==> config.mk <==
export PLATFORM = sky130hd
export DESIGN_NAME = lmdc_core
export DESIGN_NICKNAME = d
export VERILOG_FILES = /design/src/verilog/lmdc_pkg.sv /design/src/verilog/lmdc_core.sv
export VERILOG_INCLUDE_DIRS = /design/src /design/src/verilog
export SDC_FILE = /design/constraint.sdc
export NUM_CORES = 1
export LEC_CHECK = 0
export ABC_AREA = 1
export ABC_CLOCK_PERIOD_IN_PS = 9400
export CELL_PAD_IN_SITES_DETAIL_PLACEMENT = 0
export CELL_PAD_IN_SITES_GLOBAL_PLACEMENT = 1
export CORE_ASPECT_RATIO = 0.5
export CORE_MARGIN = 3
export CORE_UTILIZATION = 45
export DETAILED_ROUTE_END_ITERATION = 10
export DONT_BUFFER_PORTS = 1
export GPL_TIMING_DRIVEN = 0
export MAX_ROUTING_LAYER = met4
export PLACE_DENSITY = 0.84
export SYNTH_ARGS = -nofsm -noshare
export SYNTH_HDL_FRONTEND = slang
export SYNTH_SLANG_ARGS = --single-unit
==> constraint.sdc <==
create_clock -name i_clock -period 9.4 [get_ports i_clock]
set_input_delay 0.47 -clock i_clock [delete_from_list [all_inputs] [get_ports i_clock]]
set_output_delay 0.47 -clock i_clock [all_outputs]
set_load 0.02 [all_outputs]
==> src/verilog/lmdc_defs.svh <==
// constants for the led mode and duty control block
`ifndef LMDC_DEFS_SVH
`define LMDC_DEFS_SVH
`define LMDC_ADDR_MODE_ONE 5'h00
`define LMDC_ADDR_MODE_TWO 5'h01
`define LMDC_ADDR_DUTY_FIRST 5'h02
`define LMDC_ADDR_DUTY_LAST 5'h09
`define LMDC_ADDR_GROUP_DUTY 5'h0a
`define LMDC_ADDR_STATE_LOW 5'h0c
`define LMDC_ADDR_STATE_HIGH 5'h0d
`define LMDC_ADDR_LAST 5'h11
`define LMDC_ADDR_GLOBAL_FIRST 5'h0a
`define LMDC_ADDR_GLOBAL_LAST 5'h0b
`define LMDC_MODE_ONE_RESET 8'h11
`define LMDC_MODE_TWO_RESET 8'h03
`define LMDC_MODE_ONE_WMASK 8'h1f
`define LMDC_MODE_TWO_WMASK 8'h2f
`define LMDC_BIT_SLEEP 4
`define LMDC_BIT_BLINK 5
`define LMDC_BIT_ON_ACK 3
`define LMDC_BIT_WDT_EN 2
`define LMDC_BIT_SECONDARY_ADDR_ONE_ENABLE 3
`define LMDC_BIT_SECONDARY_ADDR_TWO_ENABLE 2
`define LMDC_BIT_SECONDARY_ADDR_THREE_ENABLE 1
`define LMDC_BIT_BCAST 0
`define LMDC_CLOCK_HZ 200000000
`define LMDC_PWM_HZ 97000
`define LMDC_GROUP_HZ 190
`define LMDC_BLINK_HZ 24
// one pwm step lasts a 256th of the period; round down to stay at or above rate
`define LMDC_PWM_STEP_CYC ((`LMDC_CLOCK_HZ / `LMDC_PWM_HZ) / 256)
`define LMDC_GROUP_STEP_CYC ((`LMDC_CLOCK_HZ / `LMDC_GROUP_HZ) / 256)
// shortest blink step; the period register repeats it period + 1 times
`define LMDC_BLINK_STEP_CYC ((`LMDC_CLOCK_HZ / `LMDC_BLINK_HZ) / 256)
`endif

==> src/verilog/lmdc_pkg.sv <==
// types for the led mode and duty control block
`default_nettype none
package lmdc_pkg;
  typedef enum logic [1:0] {
    LMDC_STATE_OFF = 2'b00,
    LMDC_STATE_ON = 2'b01,
    LMDC_STATE_INDIV = 2'b10,
    LMDC_STATE_GROUP = 2'b11
  } lmdc_out_state_type;
  typedef enum logic [2:0] {
    LMDC_AI_NONE = 3'b000,
    LMDC_AI_ALL = 3'b100,
    LMDC_AI_DUTY = 3'b101,
    LMDC_AI_GLOBAL = 3'b110,
    LMDC_AI_BOTH = 3'b111
  } lmdc_autoinc_type;
endpackage : lmdc_pkg
`default_nettype wire

==> src/verilog/lmdc_core.sv <==
// mode registers, duty registers and pwm outputs of the eight channel led driver
//
// Contract
// - mode one bits 7:5 read-only, mirror control byte auto-increment bits, reset zero.
// - mode one bit 4 low-power, oscillator stopped; resets to one.
// - while oscillator stopped no output is switched, blinked or dimmed.
// - register writes are refused in low-power mode; the code still stores the mode one sleep bit.
// - mode one bits 3:1 enable secondary addresses one to three; reset zero.
// - mode one bit 0 enables broadcast address; resets to one.
// - mode two bit 5 chooses group dimming (0, reset) or blinking (1).
// - mode two bit 3: outputs update at stop (0) or each acknowledge (1).
// - update timing choice applies only to addresses 02h through 0dh.
// - mode two bits 7:6 and 4 read zero; bit 2 watchdog enable, reset zero.
// - eight read-write duty registers at 02h to 09h, reset zero.
// - each output has its own fixed 97 khz pwm.
// - duty equals value over 256; 00h off, ffh 99.6 percent.
// - individual duty acts only for state field 10 or 11.
// - state field 00 off, 01 on, 10 individual, 11 individual plus group.
// - group dimming superimposes 190 hz group duty on state 11 outputs.
// - with auto-increment set the pointer advances after each access, wrapping per option.

// overview of the block:
// - the protocol engine hands us one strobe per byte; we never see bus bits
// - the control byte sets the pointer and the auto-increment option
// - mode one and mode two live here, the group and state registers do not
// - duty bytes land in a shadow first and reach the pwm compare only at
//   the chosen update point, so several drivers can change together
// - one free running step counter serves all eight channels, which keeps
//   the channels in phase; a trade of area against spread switching noise
// - low-power mode freezes both timebases and the output flops
// - reset values of the two mode registers come from the defines header
`timescale 1ns/1ps
`default_nettype none
`include "lmdc_defs.svh"
module lmdc_core (
  // clock and reset
  input wire logic i_clock,
  input wire logic i_srst,
  // register port from the bus protocol engine
  input wire logic i_ptr_load,
  input wire logic [7:0] i_ptr_byte,
  input wire logic i_wr_strobe,
  input wire logic [7:0] i_wr_data,
  input wire logic i_rd_strobe,
  input wire logic i_ack_event,
  input wire logic i_stop_event,
  // group control and output states from neighbouring registers
  input wire logic [7:0] i_group_duty_register,
  input wire logic [7:0] i_group_period_register,
  input wire logic [15:0] i_output_state_field,
  // register read data and pointer
  output logic [7:0] o_rd_data,
  output logic [4:0] o_ptr,
  output logic o_wr_refused,
  // address enables and mode
  output logic o_secondary_addr_one_enable,
  output logic o_secondary_addr_two_enable,
  output logic o_secondary_addr_three_enable,
  output logic o_broadcast_addr_enable,
  output logic o_osc_stopped,
  output logic o_group_blink_select,
  output logic o_watchdog_enable,
  output logic [1:0] o_watchdog_period_code,
  // led drive, high means led on
  output logic [7:0] o_led_on
);

  logic [2:0] autoinc_reg;
  logic [4:0] ptr_reg;
  logic [4:0] ptr_next;
  logic [7:0] mode_one_reg;
  logic [7:0] mode_two_reg;
  logic [7:0] shadow_reg [8];
  logic [7:0] active_reg [8];
  logic [7:0] shadow_dirty_reg;
  logic [7:0] rd_data_next;
  logic [7:0] pwm_step_reg;
  logic [7:0] pwm_cnt_reg;
  logic [15:0] grp_step_reg;
  logic [7:0] grp_cnt_reg;
  logic [7:0] led_reg;
  logic [7:0] rd_data_reg;
  logic refused_reg;
  logic sleeping;
  logic wr_ok;
  logic pwm_tick;
  logic grp_tick;
  logic group_gate;

  // address decode used by the write path and the read mux
  // duty registers sit in one contiguous run, so a subtraction gives the
  // channel index; callers must test is_duty first, as the index of an
  // address outside the run is meaningless
  function automatic logic is_duty(input logic [4:0] addr);
    is_duty = (addr >= `LMDC_ADDR_DUTY_FIRST) && (addr <= `LMDC_ADDR_DUTY_LAST);
  endfunction : is_duty

  function automatic logic [2:0] duty_index(input logic [4:0] addr);
    logic [4:0] diff;
    diff = addr - `LMDC_ADDR_DUTY_FIRST;
    duty_index = diff[2:0];
  endfunction : duty_index

  assign sleeping = mode_one_reg[`LMDC_BIT_SLEEP];
  assign wr_ok = i_wr_strobe && !sleeping;

  // pointer advance; pointer loads from the control byte
  // each option wraps at its own last register; a pointer already past
  // that register also wraps, so a start point beyond the range cannot
  // run off into unused addresses
  // reserved option codes are held still rather than guessed at
  always_comb begin
    ptr_next = ptr_reg;
    if (autoinc_reg[2]) begin
      unique case (lmdc_pkg::lmdc_autoinc_type'(autoinc_reg))
        lmdc_pkg::LMDC_AI_ALL:
          ptr_next = (ptr_reg >= `LMDC_ADDR_LAST) ? `LMDC_ADDR_MODE_ONE : ptr_reg + 5'h01;
        lmdc_pkg::LMDC_AI_DUTY:
          ptr_next = (ptr_reg >= `LMDC_ADDR_DUTY_LAST) ? `LMDC_ADDR_DUTY_FIRST : ptr_reg + 5'h01;
        lmdc_pkg::LMDC_AI_GLOBAL:
          ptr_next = (ptr_reg >= `LMDC_ADDR_GLOBAL_LAST) ? `LMDC_ADDR_GLOBAL_FIRST : ptr_reg + 5'h01;
        lmdc_pkg::LMDC_AI_BOTH:
          ptr_next = (ptr_reg >= `LMDC_ADDR_GLOBAL_LAST) ? `LMDC_ADDR_DUTY_FIRST : ptr_reg + 5'h01;
        default:
          ptr_next = ptr_reg; // reserved options hold the pointer
      endcase
    end
  end

  // control byte: pointer and auto-increment bits
  always_ff @(posedge i_clock) begin
    if (i_srst) begin
      autoinc_reg <= 3'h0;
      ptr_reg <= 5'h00;
    end else if (i_ptr_load) begin
      autoinc_reg <= i_ptr_byte[7:5];
      ptr_reg <= i_ptr_byte[4:0];
    end else if (i_wr_strobe || i_rd_strobe) begin
      ptr_reg <= ptr_next; // refused writes still advance, as the bus sees a byte taken
    end
  end

  // mode register one; sleep itself stays writable so the master can wake us
  // auto-increment bits are not stored here: reads splice in the live
  // control byte bits, so the two can never disagree
  // while asleep every other bit keeps its value, even on a full byte write
  always_ff @(posedge i_clock) begin
    if (i_srst) begin
      mode_one_reg <= `LMDC_MODE_ONE_RESET;
    end else if (i_wr_strobe && ptr_reg == `LMDC_ADDR_MODE_ONE) begin
      if (sleeping) begin
        mode_one_reg[`LMDC_BIT_SLEEP] <= i_wr_data[`LMDC_BIT_SLEEP];
      end else begin
        mode_one_reg <= i_wr_data & `LMDC_MODE_ONE_WMASK;
      end
    end
  end

  // mode register two; reserved bits never store
  always_ff @(posedge i_clock) begin
    if (i_srst) begin
      mode_two_reg <= `LMDC_MODE_TWO_RESET;
    end else if (wr_ok && ptr_reg == `LMDC_ADDR_MODE_TWO) begin
      mode_two_reg <= i_wr_data & `LMDC_MODE_TWO_WMASK;
    end
  end

  // duty shadows and active compares, one per channel
  // the dirty flag marks a shadow that has not reached its compare yet;
  // a commit with nothing pending leaves the compare untouched
  // ack mode commits on every acknowledge, so a byte takes effect right
  // after it is acknowledged; stop mode waits for the end of the transfer
  // limitation: output state bytes are committed by their own block
  genvar ch;
  generate
    for (ch = 0; ch < 8; ch = ch + 1) begin : g_duty
      logic hit;
      logic commit;
      assign hit = wr_ok && is_duty(ptr_reg) && (duty_index(ptr_reg) == 3'(ch));
      // stop commits everything pending; ack commits per byte when selected
      assign commit = mode_two_reg[`LMDC_BIT_ON_ACK] ? i_ack_event : i_stop_event;

      always_ff @(posedge i_clock) begin
        if (i_srst) begin
          shadow_reg[ch] <= 8'h00;
          shadow_dirty_reg[ch] <= 1'b0;
        end else if (hit) begin
          shadow_reg[ch] <= i_wr_data;
          shadow_dirty_reg[ch] <= 1'b1;
        end else if (commit) begin
          shadow_dirty_reg[ch] <= 1'b0;
        end
      end

      // write and commit in one cycle still takes the new byte
      always_ff @(posedge i_clock) begin
        if (i_srst) begin
          active_reg[ch] <= 8'h00;
        end else if (commit && hit) begin
          active_reg[ch] <= i_wr_data;
        end else if (commit && shadow_dirty_reg[ch]) begin
          active_reg[ch] <= shadow_reg[ch];
        end
      end
    end
  endgenerate

  // read mux; reads return the shadow so software sees what it wrote
  // addresses owned by other blocks read zero here and are merged outside
  always_comb begin
    rd_data_next = 8'h00;
    if (ptr_reg == `LMDC_ADDR_MODE_ONE) begin
      rd_data_next = {autoinc_reg, mode_one_reg[4:0]};
    end else if (ptr_reg == `LMDC_ADDR_MODE_TWO) begin
      rd_data_next = mode_two_reg;
    end else if (is_duty(ptr_reg)) begin
      rd_data_next = shadow_reg[duty_index(ptr_reg)];
    end
  end

  always_ff @(posedge i_clock) begin
    if (i_srst) begin
      rd_data_reg <= 8'h00;
      refused_reg <= 1'b0;
    end else begin
      rd_data_reg <= rd_data_next;
      refused_reg <= i_wr_strobe && sleeping;
    end
  end

  // 97 khz pwm timebase; frozen while the oscillator is stopped
  // the step length is rounded down, so the real rate sits a little above
  // nominal; rounding up would have dropped below it instead
  // counters restart from zero on wake, so the first period after sleep is
  // a full one and no short pulse appears
  always_ff @(posedge i_clock) begin
    if (i_srst || sleeping) begin
      pwm_step_reg <= 8'h00;
      pwm_cnt_reg <= 8'h00;
    end else if (pwm_tick) begin
      pwm_step_reg <= 8'h00;
      pwm_cnt_reg <= pwm_cnt_reg + 8'h01;
    end else begin
      pwm_step_reg <= pwm_step_reg + 8'h01;
    end
  end
  assign pwm_tick = (pwm_step_reg == 8'(`LMDC_PWM_STEP_CYC - 1));

  // group timebase: 190 hz for dimming, (period + 1) / 24 s for blinking
  // a blink step is the 24 hz step repeated period + 1 times, so the step
  // counter stays 16 bits wide even at the slowest blink rate
  // end test is at-or-above: switching from blink to dim mid-step would
  // otherwise leave the counter to run all the way round
  logic grp_step_end;
  logic [7:0] blink_rep_reg;
  assign grp_step_end = mode_two_reg[`LMDC_BIT_BLINK]
    ? (grp_step_reg >= 16'(`LMDC_BLINK_STEP_CYC - 1))
    : (grp_step_reg >= 16'(`LMDC_GROUP_STEP_CYC - 1));
  assign grp_tick = grp_step_end && (!mode_two_reg[`LMDC_BIT_BLINK] || blink_rep_reg >= i_group_period_register);

  always_ff @(posedge i_clock) begin
    if (i_srst || sleeping) begin
      grp_step_reg <= 16'h0000;
      grp_cnt_reg <= 8'h00;
      blink_rep_reg <= 8'h00;
    end else if (grp_tick) begin
      grp_step_reg <= 16'h0000;
      grp_cnt_reg <= grp_cnt_reg + 8'h01;
      blink_rep_reg <= 8'h00;
    end else if (grp_step_end) begin
      grp_step_reg <= 16'h0000;
      blink_rep_reg <= blink_rep_reg + 8'h01;
    end else begin
      grp_step_reg <= grp_step_reg + 16'h0001;
    end
  end
  assign group_gate = grp_cnt_reg < i_group_duty_register;

  // output select per channel; outputs hold their level while asleep
  // the state field is read live, so a state change shows one cycle later
  // group gating multiplies the two pwm signals; in blink mode the same
  // gate gives the on and off phases of the blink
  generate
    for (ch = 0; ch < 8; ch = ch + 1) begin : g_out
      logic indiv;
      assign indiv = pwm_cnt_reg < active_reg[ch];
      always_ff @(posedge i_clock) begin
        if (i_srst) begin
          led_reg[ch] <= 1'b0;
        end else if (!sleeping) begin
          unique case (lmdc_pkg::lmdc_out_state_type'(i_output_state_field[2*ch +: 2]))
            lmdc_pkg::LMDC_STATE_OFF: led_reg[ch] <= 1'b0;
            lmdc_pkg::LMDC_STATE_ON: led_reg[ch] <= 1'b1;
            lmdc_pkg::LMDC_STATE_INDIV: led_reg[ch] <= indiv;
            lmdc_pkg::LMDC_STATE_GROUP: led_reg[ch] <= indiv && group_gate;
          endcase
        end
      end
    end
  endgenerate

  // outputs straight from flip-flops
  // address enables feed the protocol engine's address match; the sleep
  // flag also tells the engine to hold off anything but a wake write
  assign o_rd_data = rd_data_reg;
  assign o_ptr = ptr_reg;
  assign o_wr_refused = refused_reg;
  assign o_secondary_addr_one_enable = mode_one_reg[`LMDC_BIT_SECONDARY_ADDR_ONE_ENABLE];
  assign o_secondary_addr_two_enable = mode_one_reg[`LMDC_BIT_SECONDARY_ADDR_TWO_ENABLE];
  assign o_secondary_addr_three_enable = mode_one_reg[`LMDC_BIT_SECONDARY_ADDR_THREE_ENABLE];
  assign o_broadcast_addr_enable = mode_one_reg[`LMDC_BIT_BCAST];
  assign o_osc_stopped = mode_one_reg[`LMDC_BIT_SLEEP];
  assign o_group_blink_select = mode_two_reg[`LMDC_BIT_BLINK];
  assign o_watchdog_enable = mode_two_reg[`LMDC_BIT_WDT_EN];
  assign o_watchdog_period_code = mode_two_reg[1:0];
  assign o_led_on = led_reg;

endmodule : lmdc_core
`default_nettype wire

==> impl_metrics.csv, run 1 <==
group,metric,value,unit
synthesis,synthTopCellsByCount,"nand2_1, inv_1, nor2_1, edfxtp_1, a21oi_1",
pwr,irDropWorstVdd,0.1093,mV
worst_setup_path,critPathCaptureType,"register",
global_routing,grt_pass1_vias,9379,
clocking,cts_tree,"yes",
layout,layout-drive-gt1-share,6.538,%
synthesis,yosys-top-cells-area,"edfxtp_1, dfxtp_1, ha_1",
timing,rsz0062_at_grt,"no",
layout,antenna_cells,0,
synthesis,synth-edff-count,128,
clocking,htree_levels,1,
drt,vias,9941,
worst_setup_path,cp-start-kind,"register",
flow_run,cap_violations,0,
synthesis,synth_cells,1460,
clocking,cts_inserted_buffers,22,
die,dieArea,28680,um2
die,rows,41,
placement,dp.cells,1804,
placement,place.gp.congestion,0.9715,
synthesis,synth_warnings,0,
synthesis,ys_types,38,
drt,drc,0,
timing,slew_viol_final,0,
layout,utilization,50.97,%
clocking,cts_buffer_depth,3,
layout,syn_to_final_growth,9.334,%
synthesis,ys.flop_type,"edfxtp_1",
worst_setup_path,cp.required,9530,ps
placement,port_buffers,0,
synthesis,async_flop_share,0,%
drt,drt_iter0_drc,1018,
timing,post-route-period-util,44.44,%
global_routing,grt_start_max_net_pins,16,
drt,wirelength,33270,um
timing,hold_viol_final,0,
clocking,cts_resized,0,
timing,setup-violations-final,0,
timing,worst_pin_slew,936.6,ps
global_routing,overflow,0,
pwr,p_leak,5.657,nW
layout,fill_cells,2445,
drt,post_drt_wl_per_cell,18.05,um
clocking,cts_root_buffer,"clkbuf_16",
timing,maxSlewHeadroom,37.33,%
clocking,postCtsSetupBuffers,0,
worst_setup_path,ff2ff_setup_slack,5220,ps
drt,dr.pass1.iters,6,
global_routing,antenna_found_initial,0,
die,start_util,46.61,%
die,die_w,236.5,um
synthesis,synth_most_common_cell,"nand2_1",
placement,hpwlAfterDp,25440,um
clocking,clk_latency,520,ps
synthesis,syn-cell-area,11960,um2
timing,min_period,4177,ps
clocking,hold_buffers,0,
synthesis,synth_area_leader_cell,"edfxtp_1",
die,die_h,121.3,um
global_routing,grt_pass1_wl,51930,um
drt,vias_per_cell,5.394,
min_path,hold_path.class,"in -> reg",
worst_setup_path,critPathKind,"reg -> reg",
layout,multiInputGateArea,5301,um2
layout,finalNonFillerCells,1843,
pwr,p_per_area,167.1,nW/um2
clocking,clock-sinks,219,
run_status,outcome,"complete, no violations",
clocking,clk_pin_slew_worst_paths,70,ps
synthesis,syn_area_per_cell,8.189,um2
worst_setup_path,critPathMaxFanout,12,
die,core,25650,um2
drt,drtAntennaViolNets,0,
synthesis,syn_nets,1599,
layout,ff_latch_area,5665,um2
worst_setup_path,critPathArrivalTime,4310,ps
layout,nNetsFinal,1623,
timing,setup_tns,0,ps
timing,fmax,239.4,MHz
synthesis,ys_ff_latch,219,
synthesis,ys_seq_area_share,47.38,%
die,pin_count,86,
timing,finClkSkew,29.58,ps
synthesis,synth.top_cell.area_share,32.15,%
global_routing,track_usage,23.77,%
==> final timing paths <==
path | start | to | depth (start not counted)
worst min register to register | pwm_step_reg[0]$_SDFF_PP0_ | pwm_step_reg[0]$_SDFF_PP0_ | 1
worst min-delay path | i_wr_data[0] | mode_two_reg[0]$_SDFFE_PP1P_ | 2
worst max-delay path | o_ptr[1]$_SDFFE_PP0P_ | active_reg[0][11]$_DFFE_PP_ | 13
worst max register to register | o_ptr[1]$_SDFFE_PP0P_ | active_reg[0][11]$_DFFE_PP_ | 13
==> report_power, final <==
| group | total, mW | internal [mW] | leakage (nW) | switching (mW) |
|---|---|---|---|---|
| clock | 0.864 | 0.484 | 0.336 | 0.380 |
| sequential | 1.10 | 1.05 | 2.04 | 0.0427 |
| combinational | 0.226 | 0.0595 | 3.28 | 0.166 |
| total | 2.18 | 1.60 | 5.66 | 0.589 |
==> stage by stage <==
stage	hold slack (ps)	instance area, um2	setup WS, ps	power (mW)
final	73.72	13070	5223	2.185
after global routing	82.15	13070	4932	2.268
after CTS	53.84	13070	5256	2.195
after detailed placement	444.0	12390	5290	1.337
after global placement	428.5	12390	5397	1.331
after floorplan	417.6	11960	6181	1.257
==> cells in the final DEF, fill, tap and decap left out, types with 5 or more instances in the layout <==
cell,Yosys,routed
xnor2_1,8,8
nand3_2,7,7
ha_1,84,84
a211oi_1,8,8
edfxtp_1,128,128
o21ai_1,56,56
inv_2,16,16
nand3_1,110,110
a31oi_1,7,7
nand2_2,11,11
buf_2,11,11
nor2_2,5,5
xor2_1,15,15
nor2_1,178,178
o21ai_0,66,66
nor3_1,11,11
clkbuf_1,24,29
dfxtp_1,91,91
nand4_2,5,5
a21oi_1,116,116
inv_1,195,195
nand2_1,268,268
nand4_1,10,10
clkbuf_16,0,23
==> final cells by class <==
type / instances / share of cell area, %
inverter: 211 / 6.059
multi-input combinational: 988 / 40.55
sequential: 219 / 43.34
buffer: 42 / 1.512
clock inverter: 10 / 0.5934
clock buffer: 29 / 4.652
tap: 344 / 3.293
==> critical path, cell delays in order, from the launching register on <==
cell and delay [ps]:
dfxtp_1 440, buf_2 260, inv_2 140, clkbuf_1 490, ha_1 450, nand4_2 170, nand2_2 110, nand3_2 90
inv_2 80, buf_6 150, nand3_1 110, nand2_1 360, inv_2 160, a21oi_1 740
==> kinds of logic after synthesis <==
kind of cell               after synthesis  share of synthesized area, %
AOI/OAI and AO/OA                      265                         11.64
xor gates and xnor gates                23                         1.685
adders and majority gates               84                         8.790
buffers and inverters                  253                         8.278
DFF                                    219                         47.38
other                                    1                       0.03136
and+or+nand+nor                        615                         22.20
==> per-layer routing <==
metal,vias up,wire (um),GRT usage (%)
met3,40,3315,6.789
met2,385,13870,35.31
met4,0,476,4.110
met5,-,0,-
li1,4883,-,-
met1,4633,15600,32.94
No activity file was read; power rests on OpenSTA's default activity.
==> inputs of run 2 (changes only) <==
ABC_AREA = 0   (was 1)
ABC_CLOCK_PERIOD_IN_PS = 4000   (was 9400)
PLACE_DENSITY = 0.81   (was 0.84)
clock period = 4 ns   (was 9.4 ns; I/O delays follow)
==> impl_metrics.csv, run 2 <==
group,metric,value,unit
clocking,cts_buffer_depth,3,
synthesis,synthTopCellsByCount,"edfxtp_1, inv_1, dfxtp_1, ha_1, nor2_1",
global_routing,grt_start_max_net_pins,15,
layout,nNetsFinal,1326,
layout,final_cell_mix,"edfxtp_1, inv_1, dfxtp_1",
worst_setup_path,slowest_delay,600,ps
layout,post-route-cell-area,13260,um2
timing,rsz0062_at_grt,"no",
worst_setup_path,rr_worst_depth,8,
clocking,cts_tree,"yes",
synthesis,synth_most_common_cell,"edfxtp_1",
synthesis,ys_types,69,
timing,setup-violations-final,0,
synthesis,synth-edff-count,128,
clocking,cts_inserted_buffers,22,
worst_setup_path,critPathArrivalTime,3820,ps
worst_setup_path,cp_cell_sequence,"clkbuf_1 > inv_1 > ha_1 > o221ai_2 > and4bb_1 > nand2_1 > clkbuf_1 > a21oi_2",
synthesis,ys.flop_type,"edfxtp_1",
timing,worst_pin_slew,1076,ps
min_path,hold_path.class,"in -> reg",
drt,wirelength,32950,um
synthesis,yosys-top-cells-area,"edfxtp_1, dfxtp_1, ha_1",
die,pin_count,86,
global_routing,grt_pass1_vias,8812,
global_routing,grt_pass1_wl,50710,um
die,die_w,234.4,um
synthesis,ys_ff_latch,219,
synthesis,async_flop_share,0,%
drt,post_drt_wl_per_cell,21.30,um
die,die_h,120.2,um
drt,vias,8977,
worst_setup_path,worstReg2RegEnd,"active_reg[1][15]$_DFFE_PP_",
pwr,p_leak,5.332,nW
worst_setup_path,critPathCaptureType,"register",
synthesis,syn_area_per_cell,10.43,um2
timing,finClkSkew,28.87,ps
worst_setup_path,cp-endpoint,"active_reg[1][15]$_DFFE_PP_",
worst_setup_path,cp.required,4160,ps
synthesis,ys_seq_area_share,48.27,%
synthesis,syn-cell-area,11740,um2
die,rows,41,
global_routing,antenna_found_initial,1,
worst_setup_path,critPathMaxFanout,11,
clocking,clk_latency,540,ps
timing,slew_viol_final,0,
timing,hold_viol_final,0,
pwr,irDropWorstVdd,0.3206,mV
die,start_util,46.13,%
placement,place_area,12170,um2
worst_setup_path,rr_startpoint,"o_ptr[1]$_SDFFE_PP0P_",
run_status,outcome,"complete, no violations",
layout,layout-drive-gt1-share,7.481,%
global_routing,track_usage,24.30,%
flow_run,cap_violations,0,
worst_setup_path,ff2ff_setup_slack,350,ps
clocking,clk_pin_slew_worst_paths,70,ps
layout,final_common_cell,"edfxtp_1",
worst_setup_path,slowest_stage,"dfxtp_2",
clocking,htree_levels,1,
synthesis,synth.top_cell.area_share,32.75,%
worst_setup_path,critPathKind,"reg -> reg",
layout,antenna_cells,0,
synthesis,synth_warnings,0,
layout,syn_to_final_growth,12.98,%
placement,place.gp.congestion,0.9325,
timing,fmax,273.6,MHz
timing,min_period,3655,ps
worst_setup_path,cp-start-kind,"register",
placement,hpwlAfterDp,24500,um
pwr,p_per_area,382.2,nW/um2
drt,drtAntennaViolNets,0,
drt,drt_iter0_drc,909,
clocking,cts_root_buffer,"clkbuf_16",
clocking,clock-sinks,219,
timing,setup_tns,0,ps
synthesis,syn_nets,1264,
drt,drc,0,
die,core,25440,um2
worst_setup_path,cpMostUsedCell,"clkbuf_1",
synthesis,synth_cells,1125,
global_routing,overflow,0,
drt,vias_per_cell,5.803,
timing,maxSlewHeadroom,28.26,%
placement,port_buffers,0,
die,dieArea,28170,um2
synthesis,synth_area_leader_cell,"edfxtp_1",
worst_setup_path,startpoint,"o_ptr[1]$_SDFFE_PP0P_",
timing,post-route-period-util,91.37,%
drt,dr.pass1.iters,6,
clocking,postCtsSetupBuffers,0,
## run 2: worst min path at each step
| stage | depth (start not counted) | startpoint | slack (ps) | endpoint |
|---|---|---|---|---|
| 2_1_floorplan | 2 | i_ptr_byte[5] | 350 | autoinc_reg[0]$_SDFFE_PP0P_ |
| 3_3_place_gp | 2 | i_ptr_byte[6] | 360 | autoinc_reg[1]$_SDFFE_PP0P_ |
| 3_5_place_dp | 2 | i_ptr_byte[6] | 360 | autoinc_reg[1]$_SDFFE_PP0P_ |
| 4_1_cts | 2 | i_stop_event | 10 | shadow_dirty_reg[4]$_SDFFE_PP0P_ |
| 5_1_grt | 2 | i_stop_event | 6 | shadow_dirty_reg[4]$_SDFFE_PP0P_ |
| 6_report | 2 | i_stop_event | 8 | shadow_dirty_reg[4]$_SDFFE_PP0P_ |
## run 2: kinds of logic (layout without fill, tap and decap cells)
group           Yosys count  after routing  share of synthesized area [%]
flops                   219            219                          48.27
compound gates          238            238                          13.78
xor+xnor                 32             32                          2.388
mux                      30             30                          4.339
buf+inv                 156            234                          5.362
simple gates            365            365                          16.87
fa+ha+maj                84             84                          8.954
other cells               1              1                        0.03195
## run 2: layer usage
metal	track usage [%]	routed length, um
met1	31.44	13900
met2	36.71	14460
met3	7.345	3363
met4	8.118	1232
met5	-	0
## run 2: where the power goes
part           switching [mW]  internal, mW
combinational           0.295         0.182
clock                   0.892          1.14
sequential             0.0909          2.47
total                    1.28          3.79
## run 2: layout make-up
| cell class | count | area (um2) |
|---|---|---|
| plain buffers | 56 | 254.0 |
| clock buffers | 32 | 615.6 |
| clock inverters | 8 | 81.33 |
| fillers | 2279 | 12180 |
| inverters | 100 | 375.4 |
| multi-input cells | 750 | 5458 |
| flip-flops and latches | 219 | 5667 |
| well taps | 344 | 430.4 |
| repair buffers | 38 | 380.4 |
## run 2: what timing repair did
item                                    in CTS  in global routing
resized for setup                            1                  4
hold endpoints to repair                    42                  0
hold buffers                                38                  0
endpoints found under the setup margin      30                 32
## run 2: through the flow
step	hold slack [ps]	utilization (%)	std cells	power, mW	setup slack, ps
4_1_cts	11.55	52.06	1547	5.083	217.6
3_5_place_dp	358.0	47.82	1469	3.027	21.67
5_1_grt	5.657	52.12	1547	5.241	124.4
6_report	8.134	52.12	1547	5.069	345.3
3_3_place_gp	356.2	47.82	1469	3.014	109.6
2_1_floorplan	347.4	-	1125	2.875	918.1
## run 2: critical path, delay by kind of cell (launching register included)
family | cells | cell delay, ps
AND/OR/NAND/NOR | 2 | 630
adder cells (fa/ha/maj) | 1 | 320
flip-flops | 1 | 600
buffers and inverters | 3 | 1060
AO/OA/AOI/OAI | 2 | 670
==> inputs of run 3 (changes only) <==
CAP_MARGIN = 40   (was default)
CORE_UTILIZATION = 50   (was 45)
PLACE_DENSITY = 0.88   (was 0.81)
==> impl_metrics.csv, run 3 (synthesis results as in run 2) <==
group,metric,value,unit
worst_setup_path,crit_buf_inv,3,
pwr,p_leak,5.270,nW
layout,nNetsFinal,1321,
worst_setup_path,critPathKind,"reg -> reg",
worst_setup_path,path_delay_family,"buffers and inverters",
clocking,clk_latency,510,ps
worst_setup_path,critPathCaptureType,"register",
layout,utilization,58.56,%
drt,post_drt_wl_per_cell,21.68,um
drt,drt_iter0_drc,1256,
clocking,cts_inserted_buffers,21,
timing,maxSlewHeadroom,36.51,%
timing,worst_pin_slew,952.3,ps
pwr,p_sw,1.240,mW
placement,place.gp.congestion,1.029,
worst_setup_path,cpMostUsedCell,"clkbuf_1",
placement,dp.cells,1427,
pwr,seqPwrFrac,52.1,%
drt,vias_per_cell,6.150,
clocking,cts_tree,"yes",
worst_setup_path,critPathArrivalTime,3780,ps
timing,setup-violations-final,0,
placement,port_buffers,0,
pwr,comb_power_share,9.6,%
layout,syn_to_final_growth,11.48,%
run_status,outcome,"complete, no violations",
worst_setup_path,ff2ff_setup_slack,370,ps
timing,post-route-period-util,90.85,%
layout,finalNonFillerCells,1498,
global_routing,track_usage,26.10,%
placement,place_area,12130,um2
worst_setup_path,cp-start-kind,"register",
worst_setup_path,cp_cell_sequence,"clkbuf_1 > inv_1 > ha_1 > o221ai_2 > and4bb_1 > nand2_1 > clkbuf_1 > a21oi_2",
drt,wirelength,32470,um
worst_setup_path,slowest_stage,"dfxtp_2",
layout,layout-drive-gt1-share,7.435,%
worst_setup_path,critPathMaxFanout,11,
placement,hpwlAfterDp,23820,um
min_path,hold_path.class,"in -> reg",
worst_setup_path,slowest_delay,610,ps
worst_setup_path,rr_startpoint,"o_ptr[1]$_SDFFE_PP0P_",
layout,post-route-cell-area,13090,um2
flow_run,cap_violations,0,
die,pin_count,86,
pwr,p_sw_share,25.29,%
die,start_util,52.53,%
clocking,cts_root_buffer,"clkbuf_16",
worst_setup_path,worstReg2RegEnd,"active_reg[1][12]$_DFFE_PP_",
global_routing,grt_pass1_vias,8823,
global_routing,antenna_found_initial,1,
layout,final_cell_mix,"edfxtp_1, inv_1, dfxtp_1",
worst_setup_path,cp.required,4140,ps
pwr,power_frac_clock,38.3,%
die,die_w,222.7,um
worst_setup_path,rr_worst_depth,8,
drt,dr.pass1.iters,5,
timing,rsz0062_at_grt,"no",
timing,fmax,275.2,MHz
global_routing,grt_start_max_net_pins,15,
global_routing,grt_pass1_wl,50300,um
layout,final_common_cell,"edfxtp_1",
clocking,postCtsSetupBuffers,0,
clocking,clock-sinks,219,
timing,hold_viol_final,0,
drt,drc,0,
min_path,holdPathEnd,"o_led_on[4]$_SDFFE_PP0N_",
min_path,hp-start,"i_output_state_field[8]",
drt,vias,9212,
pwr,p_per_area,374.8,nW/um2
die,dieArea,25460,um2
die,core,22350,um2
timing,slew_viol_final,0,
clocking,htree_levels,1,
global_routing,overflow,0,
clocking,cts_buffer_depth,3,
drt,drtAntennaViolNets,0,
die,rows,38,
die,die_h,114.3,um
clocking,clk_pin_slew_worst_paths,70,ps
min_path,whs_path_depth,3,
timing,finClkSkew,12.97,ps
pwr,internal_power,3.664,mW
pwr,irDropWorstVdd,0.2631,mV
timing,min_period,3634,ps
-- run 3: layer usage --
layer | global-route usage (%) | share of wire, %
met1 | 35.90 | 43
met2 | 39.77 | 43
met3 | 4.483 | 10
met4 | 8.503 | 4.0
met5 | - | 0
-- run 3: worst max path at each step --
stage                                     end  slack [ps]             startpoint  cells after the start
2_1_floorplan  active_reg[1][0]$_SDFFCE_PN0P_         920  o_ptr[1]$_SDFFE_PP0P_                      8
3_3_place_gp      active_reg[1][15]$_DFFE_PP_          60  o_ptr[1]$_SDFFE_PP0P_                      8
3_5_place_dp      active_reg[1][13]$_DFFE_PP_        -0.4  o_ptr[1]$_SDFFE_PP0P_                      8
4_1_cts        active_reg[1][6]$_SDFFCE_PN0P_           3  o_ptr[1]$_SDFFE_PP0P_                      8
5_1_grt           active_reg[1][12]$_DFFE_PP_         130  o_ptr[1]$_SDFFE_PP0P_                      8
6_report          active_reg[1][12]$_DFFE_PP_         370  o_ptr[1]$_SDFFE_PP0P_                      8
-- run 3: worst min-delay path, stage by stage --
cell	delay [ps]
nand3_1	50
o211ai_1	120
a221oi_1	80
-- run 3: power by group through the flow --
stage                     clock network (mW)  registers (mW)  logic (mW)
after floorplan                            0            2.57       0.302
after global placement                     0            2.60       0.406
after detailed placement                   0            2.60       0.418
after CTS                               1.89            2.55       0.458
after global routing                    1.98            2.56       0.513
final                                   1.88            2.56       0.469
-- run 3: cell type report --
type                    count  area, um2
fillers                  1863       9261
flip-flops and latches    219       5667
multi-input cells         750       5458
clock buffers              33      593.1
inverters                 100      375.4
well taps                 300      375.4
repair buffers             34      330.3
plain buffers              56      254.0
clock inverters             5      30.03
diodes                      1      2.502
-- run 3: timing repair --
item	4_1_cts	5_1_grt
endpoints found under the hold margin	41	0
hold buffers	31	0
endpoints found under the setup margin	8	48
resized for setup	1	4
-- run 3: stage by stage --
stage,worst slack (ps),hold WS [ps],TNS (ps),power (mW)
6_report,365.8,12.54,0,4.905
4_1_cts,2.765,2.935,0,4.901
2_1_floorplan,918.1,347.4,0,2.875
5_1_grt,126.3,26.40,0,5.053
3_5_place_dp,-0.3904,360.5,-1.457,3.019
3_3_place_gp,60.28,353.9,0,3.006
